`src/logic/ales_defs.svh`:
```
// timing counts and field widths for the alarm/led status encoder
// assumes clk_sys at 250 MHz
`ifndef ALES_DEFS_SVH
`define ALES_DEFS_SVH
`define ALES_CLK_MHZ        250
`define ALES_BLINK_MS       250
`define ALES_BLINK_CYC      (`ALES_BLINK_MS * 1000 * `ALES_CLK_MHZ)
`define ALES_PULSE_MS       1
`define ALES_PULSE_CYC      (`ALES_PULSE_MS * 1000 * `ALES_CLK_MHZ)
`define ALES_ADDR_W         4
`define ALES_LEVEL_W        8
`define ALES_CNT_W          26
`endif

```
`src/logic/ales_pkg.sv`:
```
// types shared by the alarm/led status encoder
// assumes ales_defs.svh alongside
`include "ales_defs.svh"
package ales_pkg;
    typedef enum logic [1:0] {
        ALES_MODE_BUS   = 2'b01,
        ALES_MODE_RS485 = 2'b10
    } ales_mode_t;
    typedef logic [`ALES_CNT_W-1:0] ales_cnt_t;
endpackage : ales_pkg

```
`src/logic/ales_addr_dec.sv`:
```
// decodes one address-select voltage level into four address bits
// assumes the level arrives as an unsigned sample synchronous to clk_sys
`timescale 1ns/1ps
`include "ales_defs.svh"
module ales_addr_dec
    import ales_pkg::*;
(
    // clock and reset
    input  wire logic                      clk_sys,
    input  wire logic                      rst,
    // level in, address out
    input  wire logic [`ALES_LEVEL_W-1:0]  level,
    output logic      [`ALES_ADDR_W-1:0]   addr
);
    typedef struct packed {
        logic [`ALES_ADDR_W-1:0] addr;
    } ales_dec_state_t;
    ales_dec_state_t st;
    ales_dec_state_t next_st;

    // sixteen equal bands: the top nibble of the level is the band
    always_comb begin
        next_st      = st;
        next_st.addr = level[`ALES_LEVEL_W-1 -: `ALES_ADDR_W];
    end

    always_ff @(posedge clk_sys or posedge rst) begin
        if (rst) begin
            st <= '0;
        end else begin
            st <= next_st;
        end
    end
    assign addr = st.addr;

    property p_dec;
        @(posedge clk_sys) disable iff (rst)
        ##1 addr == $past(level[`ALES_LEVEL_W-1 -: `ALES_ADDR_W]);
    endproperty
    a_dec: assert property (p_dec) else $error("address band wrong");
endmodule : ales_addr_dec

```
`src/logic/ales_encoder.sv`:
```
// alarm, led and output-enable encoder for the supply front panel
// assumes condition inputs are synchronous, active high levels from the supply controls
`timescale 1ns/1ps
`include "ales_defs.svh"
module ales_encoder
    import ales_pkg::*;
(
    // clock and reset
    input  wire logic                      clk_sys,
    input  wire logic                      rst,
    // supply conditions
    input  wire logic                      thermAlarm,
    input  wire logic                      thermShutdown,
    input  wire logic                      fanFail0,
    input  wire logic                      fanFail1,
    input  wire logic                      fuseBlown,
    input  wire logic                      boostFail,
    input  wire logic                      overVoltage,
    input  wire logic                      ovLatchRelease,
    input  wire logic                      inputPresent,
    input  wire logic                      inputInLimits,
    input  wire logic                      overCurrent,
    input  wire logic                      internalFault,
    input  wire logic                      serviceReq,
    input  wire logic                      commLost,
    input  wire logic                      remoteStandby,
    input  wire logic                      statusPending,
    // control pins
    input  wire logic                      onOffShort_n,
    input  wire logic                      interlockMade,
    input  wire logic                      protocolTerminated,
    input  wire logic [`ALES_LEVEL_W-1:0]  unit_address_sel,
    input  wire logic [`ALES_LEVEL_W-1:0]  rack_address_sel,
    // indicators
    output logic                           input_ok_led,
    output logic                           output_ok_led,
    output logic                           serviceLed,
    output logic                           faultLed,
    // open drain alarms: out is level, oe high while pulling low; alert_n and module_present_n have no oe
    output logic                           fault_n,
    output logic                           faultOe,
    output logic                           power_good_n,
    output logic                           powerGoodOe,
    output logic                           overtemp_warning_n,
    output logic                           overtempOe,
    output logic                           alert_n,
    output logic                           module_present_n,
    // control results
    output logic                           mainOutputEn,
    output ales_mode_t                     protoMode,
    output logic [`ALES_ADDR_W-1:0]        unitAddr,
    output logic [`ALES_ADDR_W-1:0]        rackAddr
);
    typedef struct packed {
        ales_cnt_t  blinkCnt;
        logic       blink;
        ales_cnt_t  pulseCnt;
        logic       pulse;
        logic       ovLatched;
        logic       inOk;
        logic       outOk;
        logic       svcLed;
        logic       fltLed;
        logic       fltN;
        logic       pgN;
        logic       otwN;
        logic       fltOe;
        logic       pgOe;
        logic       otwOe;
        logic       alertN;
        logic       outEn;
        ales_mode_t mode;
    } ales_state_t;
    ales_state_t st;
    ales_state_t next_st;

    logic shutdown;
    logic dualFan;
    logic hardFault;

    ////////////////////////////////////////////////////////////////////////////
    always_comb begin
        dualFan   = fanFail0 && fanFail1;
        // a lone fan failure is not in this list: temperature decides
        hardFault = fuseBlown || boostFail || st.ovLatched || dualFan || thermShutdown;
        shutdown  = hardFault;
        next_st   = st;
        // free-running blink and overload pulse timers
        if (st.blinkCnt == ales_cnt_t'(`ALES_BLINK_CYC - 1)) begin
            next_st.blinkCnt = '0;
            next_st.blink    = ~st.blink;
        end else begin
            next_st.blinkCnt = st.blinkCnt + ales_cnt_t'(1);
        end
        if (st.pulseCnt == ales_cnt_t'(`ALES_PULSE_CYC - 1)) begin
            next_st.pulseCnt = '0;
            next_st.pulse    = ~st.pulse;
        end else begin
            next_st.pulseCnt = st.pulseCnt + ales_cnt_t'(1);
        end
        // release wins only when the over-voltage itself is gone
        if (overVoltage) begin
            next_st.ovLatched = 1'b1;
        end else if (ovLatchRelease) begin
            next_st.ovLatched = 1'b0;
        end
        next_st.mode = protocolTerminated ? ALES_MODE_RS485 : ALES_MODE_BUS;
        // defaults: healthy unit
        next_st.inOk   = 1'b1;
        next_st.outOk  = 1'b1;
        next_st.svcLed = 1'b0;
        next_st.fltLed = 1'b0;
        next_st.fltN   = 1'b1;
        next_st.pgN    = 1'b1;
        next_st.otwN   = 1'b1;
        // shutdown first, then warnings
        if (shutdown) begin
            next_st.outOk  = 1'b0;
            next_st.fltLed = 1'b1;
            next_st.fltN   = 1'b0;
            next_st.pgN    = 1'b0;
            if (thermShutdown) begin
                next_st.svcLed = 1'b1;
                next_st.otwN   = 1'b0;
            end
        end else if (!inputPresent) begin
            next_st.inOk  = 1'b0;
            next_st.outOk = 1'b0;
            next_st.pgN   = 1'b0;
        end else if (!inputInLimits) begin
            next_st.inOk  = st.blink;
            next_st.outOk = 1'b0;
            next_st.pgN   = 1'b0;
        end else if (remoteStandby || !mainOutEnable(onOffShort_n, interlockMade)) begin
            next_st.outOk = 1'b0;
            next_st.pgN   = 1'b0;
        end else if (overCurrent) begin
            next_st.outOk = st.blink;
            next_st.pgN   = st.pulse;
        end else if (internalFault) begin
            next_st.fltLed = 1'b1;
            next_st.fltN   = 1'b0;
        end else if (thermAlarm) begin
            next_st.svcLed = 1'b1;
            next_st.otwN   = 1'b0;
        end else if (serviceReq && st.mode == ALES_MODE_BUS) begin
            next_st.svcLed = st.blink;
        end else if (commLost && st.mode == ALES_MODE_RS485) begin
            next_st.fltLed = st.blink;
        end
        next_st.outEn  = !shutdown && !remoteStandby
                       && mainOutEnable(onOffShort_n, interlockMade);
        next_st.alertN = ~statusPending;
        // enables are registered too, so every alarm level and its enable come straight off a flop
        next_st.fltOe  = ~next_st.fltN;
        next_st.pgOe   = ~next_st.pgN;
        next_st.otwOe  = ~next_st.otwN;
    end

    function automatic logic mainOutEnable(input logic ctlN, input logic ilk);
        // ilk gates output so it drops before long pins break
        mainOutEnable = !ctlN && ilk;
    endfunction : mainOutEnable

    always_ff @(posedge clk_sys or posedge rst) begin
        if (rst) begin
            st        <= '0;
            st.inOk   <= 1'b0;
            st.fltN   <= 1'b1;
            st.pgN    <= 1'b0;
            st.pgOe   <= 1'b1;
            st.otwN   <= 1'b1;
            st.alertN <= 1'b1;
            st.mode   <= ALES_MODE_BUS;
        end else begin
            st <= next_st;
        end
    end

    ////////////////////////////////////////////////////////////////////////////
    ales_addr_dec u_unit (
        .clk_sys (clk_sys),
        .rst     (rst),
        .level   (unit_address_sel),
        .addr    (unitAddr)
    );
    ales_addr_dec u_rack (
        .clk_sys (clk_sys),
        .rst     (rst),
        .level   (rack_address_sel),
        .addr    (rackAddr)
    );

    assign input_ok_led       = st.inOk;
    assign output_ok_led      = st.outOk;
    assign serviceLed         = st.svcLed;
    assign faultLed           = st.fltLed;
    assign fault_n            = st.fltN;
    assign faultOe            = st.fltOe;
    assign power_good_n       = st.pgN;
    assign powerGoodOe        = st.pgOe;
    assign overtemp_warning_n = st.otwN;
    assign overtempOe         = st.otwOe;
    assign alert_n            = st.alertN;
    assign module_present_n   = 1'b0;
    assign mainOutputEn       = st.outEn;
    assign protoMode          = st.mode;

    ////////////////////////////////////////////////////////////////////////////
    property p_ok;
        @(posedge clk_sys) disable iff (rst)
        ##1 ($past(!hardFault && inputPresent && inputInLimits && !remoteStandby
            && !overCurrent && !internalFault && !thermAlarm && !serviceReq && !commLost
            && !onOffShort_n && interlockMade))
        |-> (input_ok_led && output_ok_led && !serviceLed && !faultLed && fault_n
            && power_good_n && overtemp_warning_n);
    endproperty
    a_ok: assert property (p_ok) else $error("healthy outputs wrong");

    property p_therm;
        @(posedge clk_sys) disable iff (rst)
        (thermAlarm && !shutdown && inputPresent && inputInLimits && !remoteStandby
            && !overCurrent && !internalFault && !onOffShort_n && interlockMade)
        |=> (serviceLed && !overtemp_warning_n && fault_n && !power_good_n == 1'b0);
    endproperty
    a_therm: assert property (p_therm) else $error("thermal alarm outputs wrong");

    property p_hard;
        @(posedge clk_sys) disable iff (rst)
        (fuseBlown || boostFail || dualFan)
        |=> (!output_ok_led && faultLed && !fault_n && !power_good_n && faultOe);
    endproperty
    a_hard: assert property (p_hard) else $error("shutdown outputs wrong");

    property p_ovhold;
        @(posedge clk_sys) disable iff (rst)
        (overVoltage ##1 (!ovLatchRelease)[*3]) |=> !fault_n && !power_good_n;
    endproperty
    a_ovhold: assert property (p_ovhold) else $error("ov latch dropped");

    property p_fan1;
        @(posedge clk_sys) disable iff (rst)
        (fanFail0 ^ fanFail1) && !fuseBlown && !boostFail && !st.ovLatched
            && !overVoltage && !thermShutdown && interlockMade && !onOffShort_n
            && !remoteStandby |=> mainOutputEn;
    endproperty
    a_fan1: assert property (p_fan1) else $error("single fan shut output");

    property p_fan2;
        @(posedge clk_sys) disable iff (rst)
        dualFan |=> !mainOutputEn && faultLed;
    endproperty
    a_fan2: assert property (p_fan2) else $error("double fan did not shut");

    property p_onoff;
        @(posedge clk_sys) disable iff (rst)
        (onOffShort_n || !interlockMade) |=> !mainOutputEn;
    endproperty
    a_onoff: assert property (p_onoff) else $error("output enabled without control");

    property p_mode;
        @(posedge clk_sys) disable iff (rst)
        ##1 (protoMode == ($past(protocolTerminated) ? ALES_MODE_RS485 : ALES_MODE_BUS));
    endproperty
    a_mode: assert property (p_mode) else $error("protocol mode wrong");

    property p_alert;
        @(posedge clk_sys) disable iff (rst)
        statusPending[*2] |-> ##1 !alert_n;
    endproperty
    a_alert: assert property (p_alert) else $error("alert not asserted");

    property p_prio;
        @(posedge clk_sys) disable iff (rst)
        (shutdown && thermAlarm && !thermShutdown) |=> overtemp_warning_n && !fault_n;
    endproperty
    a_prio: assert property (p_prio) else $error("warning beat shutdown");

    property p_limits;
        @(posedge clk_sys) disable iff (rst)
        (inputPresent && !inputInLimits && !shutdown)
        |=> (!output_ok_led && !power_good_n && fault_n && overtemp_warning_n);
    endproperty
    a_limits: assert property (p_limits) else $error("out of limits outputs wrong");

    property p_standby;
        @(posedge clk_sys) disable iff (rst)
        (remoteStandby && inputPresent && inputInLimits && !shutdown)
        |=> (input_ok_led && !output_ok_led && !power_good_n && fault_n && !mainOutputEn);
    endproperty
    a_standby: assert property (p_standby) else $error("standby outputs wrong");

    property p_odpair;
        @(posedge clk_sys) disable iff (rst)
        (faultOe == !fault_n) && (powerGoodOe == !power_good_n)
            && (overtempOe == !overtemp_warning_n);
    endproperty
    a_odpair: assert property (p_odpair) else $error("alarm enable and level disagree");
endmodule : ales_encoder

```
`config.mk`:
```
export PLATFORM = sky130hd
export DESIGN_NAME = ales_encoder
export DESIGN_NICKNAME = d
export VERILOG_FILES = /design/src/logic/ales_pkg.sv /design/src/logic/ales_addr_dec.sv /design/src/logic/ales_encoder.sv
export VERILOG_INCLUDE_DIRS = /design/src /design/src/logic
export SDC_FILE = /design/constraint.sdc
export NUM_CORES = 1
export LEC_CHECK = 0
export BUFFER_PORTS_ARGS = -buffer_cell sky130_fd_sc_hd__buf_2
export CAP_MARGIN = 30
export CORE_AREA = 10 10 90 92
export DETAILED_ROUTE_END_ITERATION = 8
export DIE_AREA = 0 0 100 102
export PLACE_DENSITY = 0.77
export REMOVE_ABC_BUFFERS = 1
export SLEW_MARGIN = 25
export SYNTH_ARGS = -nofsm -noshare
export SYNTH_HDL_FRONTEND = slang
export SYNTH_SLANG_ARGS = --single-unit
```
`constraint.sdc`:
```
create_clock -name clk_sys -period 3.7 [get_ports clk_sys]
set_clock_uncertainty 0.1 [all_clocks]
set_input_delay 0.74 -clock clk_sys [delete_from_list [all_inputs] [get_ports clk_sys]]
set_output_delay 0.74 -clock clk_sys [all_outputs]
set_load 0.005 [all_outputs]
```
==> out/qor.csv, run 1 <==
stage,metric,value,unit
run,drv_cap,0,
power_and_ir_drop,vdd_drop_max,0.000242,V
setup_path,path_cells,ha_1 -> nand4_2 -> nor4_2 -> nand4_1 -> mux2i_1,
placed_design,place_inst,434,
synth,syn_area,3430,sq um
floorplanning,dieWidth,100,um
route,drtAntennaViolNets,0,
route,wl_per_cell,14.7,um
timing,period_needed,2190,ps
placed_design,dpl_cell_area,3740,sq um
route,dr.pass1.iters,4,
clock_tree,cts_made_buffers,9,
setup_path,worstPathArrival,2310,ps
setup_path,r2r_setup_slack,1510,ps
clock_tree,path_clk_slew,70,ps
timing,slew-limit-headroom,0.392,
synth,synth_compound_area_frac,0.0609,
synth,synthXorXnorAreaFrac,0.0970,
synth,synthTopCellsByArea,"dfrtp_1, xor2_1, xnor2_1",
timing,rsz0062_at_grt,no,
power_and_ir_drop,power.switching,0.000304,W
floorplanning,initial_core_util,0.547,
final_layout,final_cells,449,
power_and_ir_drop,p_per_area,384,nW/um^2
synth,synthMuxAreaShare,0.00292,
timing,setup_viol,0,
timing,finalHoldViolations,0,
setup_path,crit_fanout,7,
global_route,grt_util_all_layers,0.139,
global_route,globalRouteOverflowTotal,0,
final_layout,fillers,530,
clock_tree,postCtsSetupBuffers,0,
setup_path,r2r-start,st[43]$_DFF_PP0_,
placed_design,place.port_buffers,50,
timing,fin_tns_setup,0,ps
setup_path,max_stage_delay,730,ps
clock_tree,clock-root-buffer,clkbuf_8,
global_route,grt_pass1_wl,11500,um
setup_path,cp-end-kind,register,
timing,worstMarginPinSlew,906,ps
placed_design,gp_congestion,0.823,
timing,fmax,456,MHz
final_layout,num_antenna_cells,0,
setup_path,cp_top_family,simple AND/OR/NAND/NOR gates,
floorplanning,rows,29,
synth,synthCells,315,
setup_path,worst-path-buf-inv,0,
route,post_drt_via_cell_ratio,5.52,
synth,synth_simple_gate_area_frac,0.238,
floorplanning,fp.dieH,102,um
setup_path,worstReg2RegEnd,st[59]$_DFF_PP0_,
clock_tree,tritoncts,done,
synth,synth_edf_count,0,
route,finalWirelength,6580,um
synth,synthArstFlopShare,1.00,
clock_tree,clk_latency,340,ps
floorplanning,fp.coreArea,6280,sq um
setup_path,crit_type,reg -> reg,
clock_tree,cts.sink_count,77,
final_layout,fin_area,3920,sq um
timing,post-route-period-util,0.593,
power_and_ir_drop,total_power,0.00150,W
setup_path,critPathLaunchType,register,
power_and_ir_drop,p_int,0.00120,W
setup_path,crit_path_top_delay_cell,nor4_2,
floorplanning,io_pins,60,
power_and_ir_drop,p_clk_frac,0.398,
setup_path,required,3810,ps
status,outcome,finished clean,
global_route,grt_max_degree,28,
clock_tree,cts.hold.buffers_added,0,
route,vias,2477,
synth,syn_avg_cell_area,10.9,sq um
placed_design,dpl.hpwl,4750,um
hold_path,hold_class,in -> async,
floorplanning,dieArea,10200,sq um
synth,synth_top_family_by_area,simple AND/OR/NAND/NOR gates,
final_layout,area_growth,14.3,%
synth,synth_cell_types,44,
global_route,antenna_found_initial,0,
synth,synthAdderAreaFrac,0.00729,
final_layout,finalNetCount,407,
synth,yosysWarningCount,0,
synth,yosys.area.top_type_share,0.525,
power_and_ir_drop,p_leak,1.80,nW
power_and_ir_drop,sw_frac_of_total,0.202,
synth,yosysTopAreaCell,dfrtp_1,
synth,synth_seq_cells,77,
route,drc,0,
clock_tree,clockBufferDepth,2,
setup_path,ff2ff_path_depth,5,
synth,ys_top_cells_by_count,"dfrtp_1, nand2_1, nand3_1, nor2_1, xor2_1",
timing,finalMaxSlewViolations,0,
power_and_ir_drop,pwr-share-seq,0.569,
power_and_ir_drop,p_comb_frac,0.034,
global_route,grt_pass1_vias,2481,
synth,yosysMostFrequentCell,dfrtp_1,
synth,synth_flop_cell,dfrtp_1,
final_layout,drive_above_1_share,0.215,
clock_tree,cts_htree_levels,3,
synth,yosysSeqAreaShare,0.563,
clock_tree,ctsResizeCount,0,
route,initialDrtViolationCount,93,
==> flip-flops by register name (all words and copies together) (netlist names), 2 cells and up <==
signal       cells
st              55
u_rack.addr      4
u_unit.addr      4
protoMode        2
==> per-layer routing <==
layer,vias up,share of wire,wire (um),global-route usage
met5,-,0,0,0
met1,1194,0.45,2940,0.169
met2,52,0.48,3130,0.213
li1,1222,-,-,-
met4,0,0.018,119,0.0772
met3,9,0.059,390,0.0459
==> through the flow <==
stage / setup WS (ps) / hold slack, ps / util
detailed placement: 1470 / 365 / 0.595
global route: 1280 / 348 / 0.624
floorplan: 902 / 343 / -
finish: 1510 / 330 / 0.624
global placement: 1450 / 362 / 0.595
CTS: 1470 / 333 / 0.624
==> how the worst max path moves through the flow <==
| stage | from | end | slack, ps | cells past startpoint |
|---|---|---|---|---|
| after floorplan | rst | faultLed$_DFF_PP0_ | 900 | 1 |
| after global placement | boostFail | overtempOe$_DFF_PP0_ | 1450 | 5 |
| after detailed placement | st[43]$_DFF_PP0_ | st[59]$_DFF_PP0_ | 1470 | 5 |
| after CTS | st[51]$_DFF_PP0_ | st[54]$_DFF_PP0_ | 1470 | 3 |
| after global routing | st[43]$_DFF_PP0_ | st[59]$_DFF_PP0_ | 1280 | 5 |
| final | st[43]$_DFF_PP0_ | st[59]$_DFF_PP0_ | 1510 | 5 |
==> layout make-up <==
type	instances	area [sq um]	share of cell area
clock inverters	2	35.0	0.00894
flip-flops and latches	77	1930	0.493
inverters	10	37.5	0.00958
clock buffers	13	149	0.0380
well taps	77	96.3	0.0246
multi-input cells	217	1400	0.356
repair buffers	53	273	0.0696
==> kinds of logic (layout without fill, tap and decap cells) <==
logic type | Yosys count | count (layout)
xor gates and xnor gates | 38 | 38
AOI/OAI and AO/OA | 36 | 36
adders and majority gates | 2 | 2
muxes | 1 | 1
buffers and inverters | 21 | 78
other | 1 | 1
and+or+nand+nor | 139 | 139
DFF | 77 | 77
==> power by group through the flow <==
stage          combinational (W)  clock [W]  sequential (W)
2_1_floorplan          0.0000182          0        0.000872
3_3_place_gp           0.0000517          0        0.000871
3_5_place_dp           0.0000531          0        0.000871
4_1_cts                0.0000532   0.000621        0.000855
5_1_grt                0.0000587   0.000655        0.000855
6_report               0.0000509   0.000598        0.000855
==> cells in the final DEF, fill, tap and decap left out, drive strengths merged, types with 2 or more instances in the layout <==
master / Yosys / layout
a21o: 5 / 5
xor2: 21 / 21
and3: 4 / 4
nor4b: 2 / 2
nor4: 10 / 10
nor3b: 2 / 2
clkbuf: 4 / 13
dfstp: 5 / 5
xnor2: 17 / 17
o31ai: 3 / 3
nor2: 21 / 21
or3: 6 / 6
nand4b: 2 / 2
nand3: 23 / 23
nand2: 22 / 22
inv: 10 / 10
or4: 6 / 6
dfrtp: 72 / 72
ha: 2 / 2
nor2b: 2 / 2
nand4: 13 / 13
a21oi: 16 / 16
and4: 8 / 8
and2: 2 / 2
o21ai: 10 / 10
nor3: 9 / 9
buf: 7 / 53
or2: 2 / 2
(Power assumes the default switching activity.)
==> run 2, diff against run 1 <==
--- a/config.mk
+++ b/config.mk
@@ -6,11 +6,12 @@
 export SDC_FILE = /design/constraint.sdc
 export NUM_CORES = 1
 export LEC_CHECK = 0
+export ABC_AREA = 1
 export BUFFER_PORTS_ARGS = -buffer_cell sky130_fd_sc_hd__buf_2
 export CAP_MARGIN = 30
-export CORE_AREA = 10 10 90 92
+export CORE_AREA = 10 10 96 98
 export DETAILED_ROUTE_END_ITERATION = 8
-export DIE_AREA = 0 0 100 102
+export DIE_AREA = 0 0 106 108
 export PLACE_DENSITY = 0.77
 export REMOVE_ABC_BUFFERS = 1
 export SLEW_MARGIN = 25
==> constraint.sdc (replaced) <==
create_clock -name clk_sys -period 2.22 [get_ports clk_sys]
set_clock_uncertainty 0.1 [all_clocks]
set_input_delay 0.444 -clock clk_sys [delete_from_list [all_inputs] [get_ports clk_sys]]
set_output_delay 0.444 -clock clk_sys [all_outputs]
set_load 0.005 [all_outputs]
==> run 2 against run 1 <==
Setup slack worse by 1000 ps. Largest power group unchanged. Design area up 18%. First-iteration DRC count rose by 37%. Sequential power grew 66%. Sequential cell count unchanged. Critical path type unchanged. Highest routed layer unchanged. Non-clock buffer count stayed put. Critical path depth up 3.
==> out/qor.csv, run 2 <==
stage,metric,value,unit,change
status,outcome,finished clean,,
synth,yosysMostFrequentCell,nand2_1,,
setup_path,worstPathArrival,1850,ps,-460 ps
synth,synthCells,546,,+73%
setup_path,crit_fanout,10,,+3
setup_path,crit_top_cell,nor2_4,,
final_layout,finalNetCount,646,,+59%
floorplanning,initial_core_util,0.545,,-0.00135
clock_tree,path_clk_slew,90,ps,+20 ps
route,drc,0,,unchanged
final_layout,mostFrequentLayoutCells,"nand2_1, nor2_1, inv_1, dfrtp_1, buf_2",,
setup_path,path_cells,ha_1 -> nand2_2 -> nor2_4 -> inv_2 -> nor2_2 -> nand3_2 -> nor2_4 -> nor2_1,,
hold_path,hold_class,in -> reg,,
timing,post-route-period-util,0.777,,+0.184
route,drtAntennaViolNets,0,,unchanged
clock_tree,cts.sink_count,77,,unchanged
final_layout,final_cells,714,,+59%
clock_tree,clockBufferDepth,2,,unchanged
synth,synth_flop_cell,dfrtp_1,,
clock_tree,postCtsSetupBuffers,0,,unchanged
synth,yosysWarningCount,0,,unchanged
floorplanning,fp.coreArea,7450,sq um,+19%
synth,synth_cell_types,25,,-43%
final_layout,area_growth,14.3,%,about the same
global_route,grt_util_all_layers,0.165,,+0.0268
floorplanning,rows,32,,+10%
timing,finalMaxSlewViolations,0,,unchanged
timing,fmax,579,MHz,+27%
clock_tree,cts_made_buffers,9,,unchanged
floorplanning,dieWidth,106,um,+6.0%
floorplanning,io_pins,60,,unchanged
route,finalWirelength,8900,um,+35%
synth,synthArstFlopShare,1.00,,unchanged
clock_tree,cts_htree_levels,3,,unchanged
timing,holdWs,92.1,ps,-238 ps
timing,finalHoldViolations,0,,unchanged
final_layout,drive_above_1_share,0.167,,-0.0484
final_layout,finalCoreUtilization,0.623,,-0.00132
route,initialDrtViolationCount,127,,+37%
synth,synthMuxAreaShare,0,,-0.00292
clock_tree,ctsResizeCount,0,,unchanged
timing,period_needed,1730,ps,-469 ps
setup_path,required,2340,ps,-1470 ps
synth,synthAdderAreaFrac,0.00616,,-0.00113
synth,yosysTopAreaCell,dfrtp_1,,
synth,synth_simple_gate_area_frac,0.363,,+0.125
route,vias,3513,,+42%
final_layout,final_common_cell,nand2_1,,
setup_path,crit_path_top_delay_cell,dfrtp_1,,
placed_design,dpl.hpwl,6990,um,+47%
timing,setup_viol,0,,unchanged
power_and_ir_drop,p_per_area,545,nW/um^2,+42%
global_route,grt_max_degree,47,,+68%
synth,synth_compound_area_frac,0.0179,,-0.0430
global_route,antenna_found_initial,0,,unchanged
clock_tree,clock-root-buffer,clkbuf_8,,
setup_path,max_stage_delay,410,ps,-320 ps
synth,synth_top_family_by_area,simple AND/OR/NAND/NOR gates,,
placed_design,place_inst,697,,+61%
run,drv_cap,0,,unchanged
route,wl_per_cell,12.5,um,-15%
floorplanning,fp.dieH,108,um,+5.9%
timing,rsz0062_at_grt,no,,
route,dr.pass1.iters,6,,+2
synth,synthTopCellsByArea,"dfrtp_1, nand2_1, nor2_1",,
final_layout,fillers,710,,+34%
clock_tree,clk_latency,350,ps,about the same
synth,yosys.area.top_type_share,0.444,,-0.0814
power_and_ir_drop,p_leak,2.26,nW,+26%
floorplanning,dieArea,11400,sq um,+12%
clock_tree,tritoncts,done,,
synth,synth_edf_count,0,,unchanged
synth,synth_seq_cells,77,,unchanged
route,post_drt_via_cell_ratio,4.92,,-11%
final_layout,regMostFlops,st,,
clock_tree,cts.hold.buffers_added,1,,+1
setup_path,critPathLaunchType,register,,
power_and_ir_drop,vdd_drop_max,0.000302,V,+24%
synth,ys_top_cells_by_count,"nand2_1, nor2_1, inv_1",,
synth,synthXorXnorAreaFrac,0.0539,,-0.0431
synth,yosysSeqAreaShare,0.476,,-0.0873
final_layout,largest_register_ffs,55,,unchanged
global_route,grt_pass1_wl,15700,um,+36%
synth,syn_area,4060,sq um,+18%
global_route,globalRouteOverflowTotal,0,,unchanged
placed_design,gp_congestion,0.928,,+13%
setup_path,crit_type,reg -> reg,,
final_layout,num_antenna_cells,0,,unchanged
synth,syn_avg_cell_area,7.44,sq um,-32%
timing,fin_tns_setup,0,ps,unchanged
placed_design,place.port_buffers,50,,unchanged
global_route,grt_pass1_vias,3596,,+45%
setup_path,cp-end-kind,register,,
run 2: area by class of cell:
cell class / count / area [sq um] / share of cell area
clock inverters: 7 / 63.8 / 0.0138
clock buffers: 9 / 124 / 0.0267
well taps: 102 / 128 / 0.0275
repair buffers: 53 / 288 / 0.0620
flip-flops and latches: 77 / 1930 / 0.417
multi-input cells: 383 / 1790 / 0.386
inverters: 83 / 312 / 0.0671
run 2: critical path: cells and delay by family (launching register included):
family	cells	cell delay [ps]
AND/OR/NAND/NOR	6	800
buffers and inverters	1	70
flip-flops	1	410
adder cells (fa/ha/maj)	1	210
run 2: kinds of logic after synthesis:
kind of cell | after synthesis
and+or+nand+nor | 341
buffers and inverters | 86
DFF | 77
xor gates and xnor gates | 25
AOI/OAI and AO/OA | 14
adders and majority gates | 2
other | 1
run 2: per-stage QoR:
stage          setup slack [ps]  power, W  area (sq um)
2_1_floorplan              -282   0.00149          4040
3_3_place_gp                555   0.00154          4440
3_5_place_dp                491   0.00154          4440
4_1_cts                     474   0.00255          4640
5_1_grt                     309   0.00262          4640
6_report                    494   0.00253          4640
run 2: report_power, final:
part | internal [W] | total (W) | switching (W) | leakage, nW
logic | 0.0000376 | 0.0000903 | 0.0000528 | 1.19
clock network | 0.000433 | 0.00102 | 0.000583 | 0.0907
registers | 0.00142 | 0.00142 | 0.00000398 | 0.986
total | 0.00189 | 0.00253 | 0.000640 | 2.26
run 2: worst paths after layout:
| kind | startpoint | end | slack [ps] | cells past startpoint |
|---|---|---|---|---|
| hold reg to reg | st[15]$_DFFE_PP0N_ | st[15]$_DFFE_PP0N_ | 380 | 2 |
| max in group asynchronous | rst | st[58]$_DFF_PP0_ | 990 | 4 |
| setup / recovery | st[43]$_DFF_PP0_ | st[58]$_DFF_PP0_ | 490 | 8 |
| setup reg to reg | st[43]$_DFF_PP0_ | st[58]$_DFF_PP0_ | 490 | 8 |
| hold / removal | unit_address_sel[7] | u_unit.addr[3]$_DFF_PP0_ | 90 | 1 |
| min in group asynchronous | rst | st[14]$_DFFE_PP0P_ | 450 | 3 |
run 2: metal layers:
| layer | GRT usage | wire length [um] |
|---|---|---|
| met2 | 0.278 | 4440 |
| met1 | 0.187 | 3760 |
| met3 | 0.0565 | 532 |
| met5 | 0 | 0 |
| met4 | 0.0754 | 176 |
